[src/shared/bitplane_pkg.sv]
package bitplane_pkg;

  // timing at a 100 MHz ref_clk
  localparam int CLK_MHZ       = 100;
  localparam int SLOT_TIME_US  = 2780;
  localparam int SLOT_CYC_DEF  = SLOT_TIME_US * CLK_MHZ;
  localparam int FRAME_HZ_MAX  = 120;

  // picture format
  localparam int PIX_W         = 30;
  localparam int COLORS        = 3;
  localparam int HALVES        = 2;
  localparam int PLANES_HALF   = 24;
  localparam int NPIX_DEF      = 16;

  // color depth select codes
  localparam logic [1:0] DEPTH_SEL_8  = 2'h0;
  localparam logic [1:0] DEPTH_SEL_9  = 2'h1;
  localparam logic [1:0] DEPTH_SEL_10 = 2'h2;
  localparam logic [3:0] DEPTH_MIN    = 4'h8;
  localparam logic [3:0] DEPTH_MAX    = 4'ha;
  localparam logic [1:0] COLOR_LAST   = 2'h2;

  typedef enum logic [1:0] {
    ST_IDLE,
    ST_SHOW,
    ST_WAIT
  } seq_state_t;

  typedef struct packed {
    logic             valid;
    logic             last;
    logic [PIX_W-1:0] data;
  } pix_in_t;

endpackage : bitplane_pkg

[src/design/bitplane_pwm_sequencer.sv]
`timescale 1ns/1ps
// Summary of operation
// - accept 24/27/30-bit RGB, at most 120 Hz
// - frame split equally into three color slots
// - one bit-plane per bit of color depth
// - plane duration proportional to two-power weight
// - 8-bit slot weights sum to 255 units
// - mirror on exactly when plane bit set
// - frame held as 24/27/30 planes, sent singly
// - exposure time follows plane binary weight
// - pattern mode places planes into depth slots
// - pattern mode trigger aligned with plane slots
// - memory holds two independent frame halves
// - fill one half while other displays
// - halves swap when frame display completes and the fill is done
// - display lags streamed input by one frame
// - advance pulse steps to next pattern
// - exposure output framed over each exposure
// - start pulse per sequence; run input gates pattern mode only
module bitplane_pwm_sequencer
  import bitplane_pkg::*;
#(
  parameter int NPIX     = NPIX_DEF,
  parameter int SLOT_CYC = SLOT_CYC_DEF
) (
  // clock and reset
  input  wire logic            ref_clk,
  input  wire logic            rst_b,
  // configuration
  input  wire logic            pattern_mode,
  input  wire logic [1:0]      depth_sel,
  input  wire logic            src_sel,
  // pixel sources
  input  wire pix_in_t         rgb_in,
  output logic                 rgb_ready,
  input  wire pix_in_t         flash_in,
  output logic                 flash_ready,
  // triggers
  input  wire logic            advance_pattern_in,
  input  wire logic            sequence_run_in,
  output logic                 exposure_frame_out,
  output logic                 sequence_start_out,
  // mirror array
  output logic [NPIX-1:0]      mirror_array
);

  localparam int IW = $clog2(NPIX);

  ////////////////////////////////////////////////////////////////////
  function automatic logic [4:0] plane_idx(input logic [1:0] color,
                                           input logic [3:0] bitn,
                                           input logic [3:0] depth);
    logic [7:0] off;
    off = 8'(COLOR_LAST - color) * 8'(depth) + 8'(bitn);
    return off[4:0];
  endfunction : plane_idx

  ////////////////////////////////////////////////////////////////////
  logic [1:0] rst_sync_q;
  logic       rst_sync_b;

  always_ff @(posedge ref_clk or negedge rst_b) begin
    if (!rst_b) begin
      rst_sync_q <= 2'h0;
    end else begin
      rst_sync_q <= {rst_sync_q[0], 1'b1};
    end
  end
  assign rst_sync_b = rst_sync_q[1];

  ////////////////////////////////////////////////////////////////////
  seq_state_t        state_q;
  logic              disp_q;
  logic              shown_q;
  logic              fill_done_q;
  logic [IW-1:0]     wr_idx_q;
  logic [3:0]        depth_q;
  logic [1:0]        color_q;
  logic [3:0]        bit_q;
  logic [31:0]       cnt_q;
  logic              seq_start_q;
  logic [NPIX-1:0]   mirror_q;
  logic [PIX_W-1:0]  mem_q [HALVES][NPIX];

  pix_in_t           pix;
  logic              wr_en;
  logic              fill_half;
  logic [3:0]        sel_depth;
  logic              plane_done;
  logic              last_plane;
  logic              frame_end;
  logic              start;
  logic              new_frame;
  logic              swap;
  logic              nxt_half;
  logic [3:0]        nxt_depth;
  logic [1:0]        nxt_color;
  logic [3:0]        nxt_bit;
  logic [4:0]        nxt_idx;
  logic [31:0]       unit_cyc;
  logic [31:0]       nxt_len;

  ////////////////////////////////////////////////////////////////////
  // depth 8/9/10 gives 24/27/30-bit words; unused code falls to 10
  always_comb begin
    if (depth_sel == DEPTH_SEL_8) begin
      sel_depth = DEPTH_MIN;
    end else if (depth_sel == DEPTH_SEL_9) begin
      sel_depth = DEPTH_MIN + 4'h1;
    end else begin
      sel_depth = DEPTH_MAX;
    end
  end

  // the shown half is never the fill target
  assign pix         = src_sel ? flash_in : rgb_in;
  assign fill_half   = ~disp_q;
  // one new frame per displayed frame caps the input rate
  assign wr_en       = pix.valid & ~fill_done_q;
  assign rgb_ready   = ~fill_done_q & ~src_sel;
  assign flash_ready = ~fill_done_q & src_sel;

  always_ff @(posedge ref_clk) begin
    if (wr_en) begin
      mem_q[fill_half][wr_idx_q] <= pix.data;
    end
  end

  ////////////////////////////////////////////////////////////////////
  assign plane_done = (state_q == ST_SHOW) && (cnt_q == 32'h1);
  assign last_plane = (bit_q == depth_q - 4'h1);
  assign frame_end  = last_plane && (color_q == COLOR_LAST);

  always_comb begin
    start = 1'b0;
    case (state_q)
      ST_IDLE: begin
        start = (fill_done_q | shown_q) & (~pattern_mode | sequence_run_in);
      end
      ST_SHOW: begin
        start = plane_done & ~pattern_mode;
      end
      ST_WAIT: begin
        start = advance_pattern_in & sequence_run_in;
      end
      default: begin
        start = 1'b0;
      end
    endcase
  end

  // depth and half only change between frames
  assign new_frame = (state_q == ST_IDLE) | frame_end;
  assign swap      = start & new_frame & fill_done_q;
  assign nxt_half  = swap ? ~disp_q : disp_q;
  assign nxt_depth = new_frame ? sel_depth : depth_q;

  always_comb begin
    if (new_frame) begin
      nxt_color = 2'h0;
      nxt_bit   = 4'h0;
    end else if (last_plane) begin
      nxt_color = color_q + 2'h1;
      nxt_bit   = 4'h0;
    end else begin
      nxt_color = color_q;
      nxt_bit   = bit_q + 4'h1;
    end
  end

  // slot / 2^depth per unit: weights fill 255/511/1023 of a slot's 256/512/1024 units
  assign unit_cyc = 32'(SLOT_CYC) >> nxt_depth;
  assign nxt_len  = unit_cyc << nxt_bit;
  assign nxt_idx  = plane_idx(nxt_color, nxt_bit, nxt_depth);

  ////////////////////////////////////////////////////////////////////
  always_ff @(posedge ref_clk or negedge rst_sync_b) begin
    if (!rst_sync_b) begin
      state_q <= ST_IDLE;
      cnt_q   <= 32'h0;
    end else if (start) begin
      state_q <= ST_SHOW;
      cnt_q   <= nxt_len;
    end else if (state_q == ST_SHOW) begin
      cnt_q <= cnt_q - 32'h1;
      if (plane_done) begin
        state_q <= ST_WAIT;
      end
    end else if (state_q == ST_WAIT && !sequence_run_in) begin
      state_q <= ST_IDLE;
    end
  end

  always_ff @(posedge ref_clk or negedge rst_sync_b) begin
    if (!rst_sync_b) begin
      depth_q <= DEPTH_MIN;
      color_q <= 2'h0;
      bit_q   <= 4'h0;
    end else if (start) begin
      depth_q <= nxt_depth;
      color_q <= nxt_color;
      bit_q   <= nxt_bit;
    end
  end

  always_ff @(posedge ref_clk or negedge rst_sync_b) begin
    if (!rst_sync_b) begin
      disp_q  <= 1'b0;
      shown_q <= 1'b0;
    end else if (swap) begin
      disp_q  <= ~disp_q;
      shown_q <= 1'b1;
    end
  end

  // swap is gated by fill_done, so a last word and a swap never collide
  always_ff @(posedge ref_clk or negedge rst_sync_b) begin
    if (!rst_sync_b) begin
      fill_done_q <= 1'b0;
      wr_idx_q    <= '0;
    end else if (swap) begin
      fill_done_q <= 1'b0;
      wr_idx_q    <= '0;
    end else if (wr_en) begin
      wr_idx_q <= wr_idx_q + IW'(1);
      if (pix.last || wr_idx_q == IW'(NPIX - 1)) begin
        fill_done_q <= 1'b1;
      end
    end
  end

  ////////////////////////////////////////////////////////////////////
  // one plane at a time from the shown half
  for (genvar p = 0; p < NPIX; p++) begin : g_mirror
    always_ff @(posedge ref_clk or negedge rst_sync_b) begin
      if (!rst_sync_b) begin
        mirror_q[p] <= 1'b0;
      end else if (start) begin
        mirror_q[p] <= mem_q[nxt_half][p][nxt_idx];
      end
    end
  end

  always_ff @(posedge ref_clk or negedge rst_sync_b) begin
    if (!rst_sync_b) begin
      seq_start_q <= 1'b0;
    end else begin
      seq_start_q <= start & new_frame;
    end
  end

  assign mirror_array       = mirror_q;
  assign exposure_frame_out = (state_q == ST_SHOW);
  assign sequence_start_out = seq_start_q;
endmodule : bitplane_pwm_sequencer

[config.mk]
export PLATFORM = sky130hd
export DESIGN_NAME = bitplane_pwm_sequencer
export DESIGN_NICKNAME = d
export VERILOG_FILES = /design/src/shared/bitplane_pkg.sv /design/src/design/bitplane_pwm_sequencer.sv
export SDC_FILE = /design/constraint.sdc
export NUM_CORES = 1
export LEC_CHECK = 0
export ABC_AREA = 1
export BUFFER_PORTS_ARGS = -buffer_cell sky130_fd_sc_hd__buf_4
export CAP_MARGIN = 20
export CORE_MARGIN = 10
export CORE_UTILIZATION = 35
export DETAILED_ROUTE_END_ITERATION = 16
export SYNTH_ARGS = -nofsm -noshare
export SYNTH_HDL_FRONTEND = slang
export SYNTH_SLANG_ARGS = --single-unit
export TNS_END_PERCENT = 5
[constraint.sdc]
create_clock -name ref_clk -period 2.57 [get_ports ref_clk]
set_input_delay 0.514 -clock ref_clk [delete_from_list [all_inputs] [get_ports ref_clk]]
set_output_delay 0.514 -clock ref_clk [all_outputs]
set_load 0.01 [all_outputs]
# Word-level counts from Yosys, hierarchy flattened
# Memory sizes are Yosys's and may differ from the RTL's.
# Cells that the tools add are included.
# totals
ff_bits,70
latch_bits,0
ram_bits,960
romBits,0
in_bits,72
word_cells,136
memories,1
# classes
n_addsub,7
n_mul,1
div_mod_pow,0
magnitude_cmp,3
eq_ne,8
n_shift,2
n_mux,57
n_bitwise,16
reduce_logical,14
# mem_list
memory,depth,word_bits,read_ports,rd_ports_with_merged_regs,write_ports,line_no,source
mem_q,2,480,1,0,1,bitplane_pwm_sequencer.sv:83,logic [PIX_W-1:0] mem_q [HALVES][NPIX];
# op_table
op,count
$mux W480,1
$demux W30 S4,1
$mux W32,3
$bmux W1 S5,16
$eq A32 B1 Y1 const B,1
$shl A32 B4 Y32,1
$shr A19 B4 Y32 const A,1
$sub A32 B1 Y32 const B,1
$mux W30,1
$mux W4,6
$mux W1,21
$mux W2,7
$add A4 B1 Y4 const B,2
$and A1 B1 Y1,8
$lt A5 B6 Y1 const B,1
$reduce_bool A2 Y1,3
$add A5 B4 Y5,1
$ge A5 B5 Y1 const B,1
$lt A5 B1 Y1 const B,1
$mul A3 B5 Y5,1
$not A4 Y5,1
$eq A2 B1 Y1 const B,2
$eq A2 B2 Y1 const B,2
$eq A4 B4 Y1,1
other kinds (14),24

# Depth between registers and ports, before layout
# logic_depth
depth_word,10
mapped_depth,32

# Worst setup path after synthesis
# OpenSTA, ideal clock, no wires.
# synth_timing
kind,flip-flop to flip-flop
start,register depth_q[1]
end,"register mirror_q[11], in the netlist mirror_array[11]"
setup_ps,116
arrival_time_ps,4935
required_ps,2454
slack_ps,-2482
stages_incl_launch_ff,31
n_path_buf,2
synth_period_minus_slack_ps,5052
cell_sequence,dfrtp_1 inv_2 ha_1 inv_1 nand2_1 nand2_1 nor2_2 nand3_2 nand2_1 nand2_2 nand2_1 inv_1 ha_1 inv_1 nand2_1 fa_1 inv_1 fa_1 fa_1 ha_1 inv_1 fa_1 clkbuf_1 clkbuf_1 nand2_1 nor2_1 nand2_1 nand3_1 nand2_1 nand2_1 nand2_1
# synth_between
elab_chain_len,10
word_cells_on_any_way,18
cone_classes,3 x add/sub; 1 x mul; 1 x eq/ne; 8 x mux; 3 x bitwise; 1 x reduce/logical; 1 x memory
# synth_lines
item,line_no,source
from (decl),bitplane_pwm_sequencer.sv:77,logic [3:0] depth_q;
from (signal assigned),bitplane_pwm_sequencer.sv:200,depth_q <= nxt_depth;
$sub A4 B1 Y4 *,bitplane_pwm_sequencer.sv:131,assign last_plane = (bit_q == depth_q - 4'h1);
$eq A4 B4 Y1 *,bitplane_pwm_sequencer.sv:131,
$logic_and A1 B1 Y1,bitplane_pwm_sequencer.sv:132,assign frame_end = last_plane && (color_q == COLOR_LAST);
$or A1 B1 Y1,bitplane_pwm_sequencer.sv:153,assign new_frame = (state_q == ST_IDLE) | frame_end;
$mux W2 *,bitplane_pwm_sequencer.sv:159,if (new_frame) begin
named net nxt_color[0],bitplane_pwm_sequencer.sv:97,logic [1:0] nxt_color;
$sub A2 B2 Y3 *,bitplane_pwm_sequencer.sv:54,off = 8'(COLOR_LAST - color) * 8'(depth) + 8'(bitn);
$mul A3 B5 Y5 *,bitplane_pwm_sequencer.sv:54,
$add A5 B4 Y5 *,bitplane_pwm_sequencer.sv:54,
$bmux W1 S5 *,bitplane_pwm_sequencer.sv:239,mirror_q[p] <= mem_q[nxt_half][p][nxt_idx];
$mux W1 (not written as such) *,bitplane_pwm_sequencer.sv:239,
"to (signal, indexed assignment)",bitplane_pwm_sequencer.sv:239,
to (decl),bitplane_pwm_sequencer.sv:82,logic [NPIX-1:0] mirror_q;
# Mark *: on every way through the listed nets, which the timed path passes. The rest lies on a longest branch. The select of a mux whose other input is x is not followed.
# A chain may end at the register's enable or synchronous reset.

# Final worst setup path
# layout_timing
start,register depth_q[1]
end,"register mirror_q[8], in the netlist mirror_array[8]"
# Same word-level chain as after synthesis.

==> metrics.txt <==
gr usage total 17.83%; Routed wire per std cell 19.49 µm; Yosys cell types 40; fin nets 5327; Place WS -2493 ps; cell with the most instances after synthesis nand2_1; Layout area overhead 22.71%; Slew HR 56.18%; GP Congestion 0.8646; Synth top area share 61.25%; initial antenna violation count 7; fraction of layout cells with a size suffix above 1 15.13%; maxcap violations 0; drt first pass iters 6; Clock Tree Buf Depth 3; total grt overflow 0; Slowest-stage cell, CP fa_2; max incr delay on CP 580 ps; CTS tree built; Post-synth EDFFs 960; Mapped Nets 4950; largest family of logic cells by synthesized area simple AND/OR/NAND/NOR gates; compound-gate portion of the synthesized area 1.624%; failing checks negative setup slack; FMAX 197.4 MHz; skew final 22.53 ps; Std-Cell Rows 134; vias per std cell 4.938; Chip Height 386.7 µm; period utilization 197.2%; post-synthesis instance area 0.04707 mm²; synth top area cells edfxtp_1, nand2_1, nand3_1, inv_1, dfrtp_1; cell types with the highest counts after synthesis nand2_1, edfxtp_1, nand3_1; drt total wl 138300 µm; Worst-Margin Slew 657.4 ps; post-synthesis area per instance 9.693 µm²; TritonCTS Buffers 109; Yosys top cell by area edfxtp_1; sequential area share after synthesis 64.97%; crit path from depth_q[1]$_DFFE_PN0N_; die area 0.1496 mm²; crit-path most repeated cell nand2_1; clock slew at reported path FFs 60 ps; num ports 92; outcome complete, but fails checks; Synth Instances 4856; arrival time at the worst endpoint 5710 ps; vias in the first global route 34196; CTS H-tree lvls 3; Clk Tree Root Cell clkbuf_16; Final WS setup -2497 ps; Setup CP Type flop to flop; Antenna Nets Post-Route 0; Port Buf Inserts 91; min-delay worst type primary input to async pin; Die W 386.7 µm; Crit Path Max Fanout 11; CP Capture Type flop; max-slew violation total from the final report 0; Worst EP required 3220 ps; total core area 0.1335 mm²; Synth Area in XOR/XNOR 0.3349%; element type at the critical path start flop; r2r startpoint depth_q[1]$_DFFE_PN0N_; Sink Count 1030; simple-gate area share of the yosys netlist 23.75%; #FFs+latches synth 1030; largest net degree at the start of global routing 57; global-route wire length before repair 209500 µm; DRT iter0 DRCs 3427; Post-route DRC 0; DP HPWL 86430 µm; min Tclk post-route 5067 ps; final setup fails 48; Starting Density 35.27%; Final Hold Viols 0; total number of vias 35043; Main synth FF type edfxtp_1; synth warn 0; Adder-Cell Fraction of Synth Area 0.6805%; worst skew pair latency 710 ps; mux cell area share after synthesis 0%; unrepaired setup endpoints after global routing true; Post-synth ARST share 6.796%
-- path summary, 6_finish.rpt --
check | depth (start not counted) | slack [ps] | to
setup / recovery | 30 | -2500 | mirror_array[8]$_DFFE_PN0N_
hold / removal | 2 | 130 | rst_sync_q[1]$_DFF_PN0_
setup reg to reg | 30 | -2500 | mirror_array[8]$_DFFE_PN0N_
hold reg to reg | 0 | 350 | cnt_q[28]$_DFFE_PN0N_
max in group asynchronous | 1 | 1520 | mirror_array[2]$_DFFE_PN0N_
min in group ref_clk | 5 | 240 | fill_done_q$_DFFE_PN0P_
-- metrics by stage --
stage	setup TNS (ps)	hold WS, ps	instance area (µm²)	cells	util [%]
2_1_floorplan	-567270	218.4	47210	4856	-
3_3_place_gp	-45980	298.9	53730	6878	40.26
3_5_place_dp	-47760	299.9	53730	6878	40.26
4_1_cts	-45360	91.76	57400	7087	43.01
5_1_grt	-60800	125.3	57750	7094	43.27
6_report	-48960	130.9	57760	7097	43.28
-- routing by layer --
metal / track usage, % / up-vias / routed length [µm]
met2: 29.42 / 1280 / 65180
met1: 24.12 / 16910 / 59270
li1: - / 16615 / -
met4: 5.146 / 0 / 3810
met3: 2.790 / 238 / 10060
met5: 0 / - / 0
-- sequential cells by signal, indices dropped and copies added, names as in the netlist --
name / cells
color_q: 2
fill_done_q: 1
state_q: 2
mirror_array: 16
depth_q: 4
bit_q: 4
rst_sync_q: 2
wr_idx_q: 4
shown_q: 1
sequence_start_out: 1
disp_q: 1
cnt_q: 32
mem_q: 960
-- kinds of logic after synthesis --
kind of cell    Yosys count
compound gates          144
xor+xnor                 18
fa+ha+maj                22
buf+inv                1004
flops                  1030
other cells               1
simple gates           2637
-- repair_timing --
action,in CTS,in global routing
gates resized for setup,25,65
setup buffers,4,4
pin swaps,11,21
hold buffers,1,0
gates cloned,0,3
hold endpoints to repair,2,0
setup endpoints to repair,48,54
-- critical path, delay by kind of cell, from the launching register on --
family        cells  cell delay [ps]
buf+inv          10              770
simple gates     12              980
flops             1              360
xor+xnor          1              220
fa+ha+maj         7             2630
-- cells in the final DEF (no fill, tap or decap), types with 21 or more instances in the layout --
cell | synthesis | layout
inv_1 | 748 | 738
o21ai_0 | 47 | 43
clkbuf_1 | 94 | 32
nand3_2 | 1 | 27
a21oi_1 | 74 | 71
clkinv_1 | 3 | 22
nand2_2 | 5 | 21
edfxtp_1 | 960 | 960
dfrtp_1 | 69 | 68
nand2_1 | 1519 | 1498
buf_4 | 4 | 369
buf_12 | 0 | 128
nor2_1 | 172 | 132
nand3_1 | 900 | 873
clkbuf_16 | 0 | 113
nor2_4 | 1 | 25
-- cell type report --
| type | instances | area (µm²) |
|---|---|---|
| Clock inverter | 57 | 601.8 |
| Clock buffer | 147 | 2942 |
| Fill cell | 12580 | 75700 |
| Inverter | 759 | 2888 |
| Sequential cell | 1030 | 30580 |
| Multi-Input combinational cell | 2822 | 12980 |
| Antenna cell | 3 | 7.507 |
| Tap cell | 1768 | 2212 |
| Timing Repair Buffer | 511 | 5538 |
Power is not shown: default switching activity piles up to over one toggle a cycle in this logic, so the estimate is an artifact.
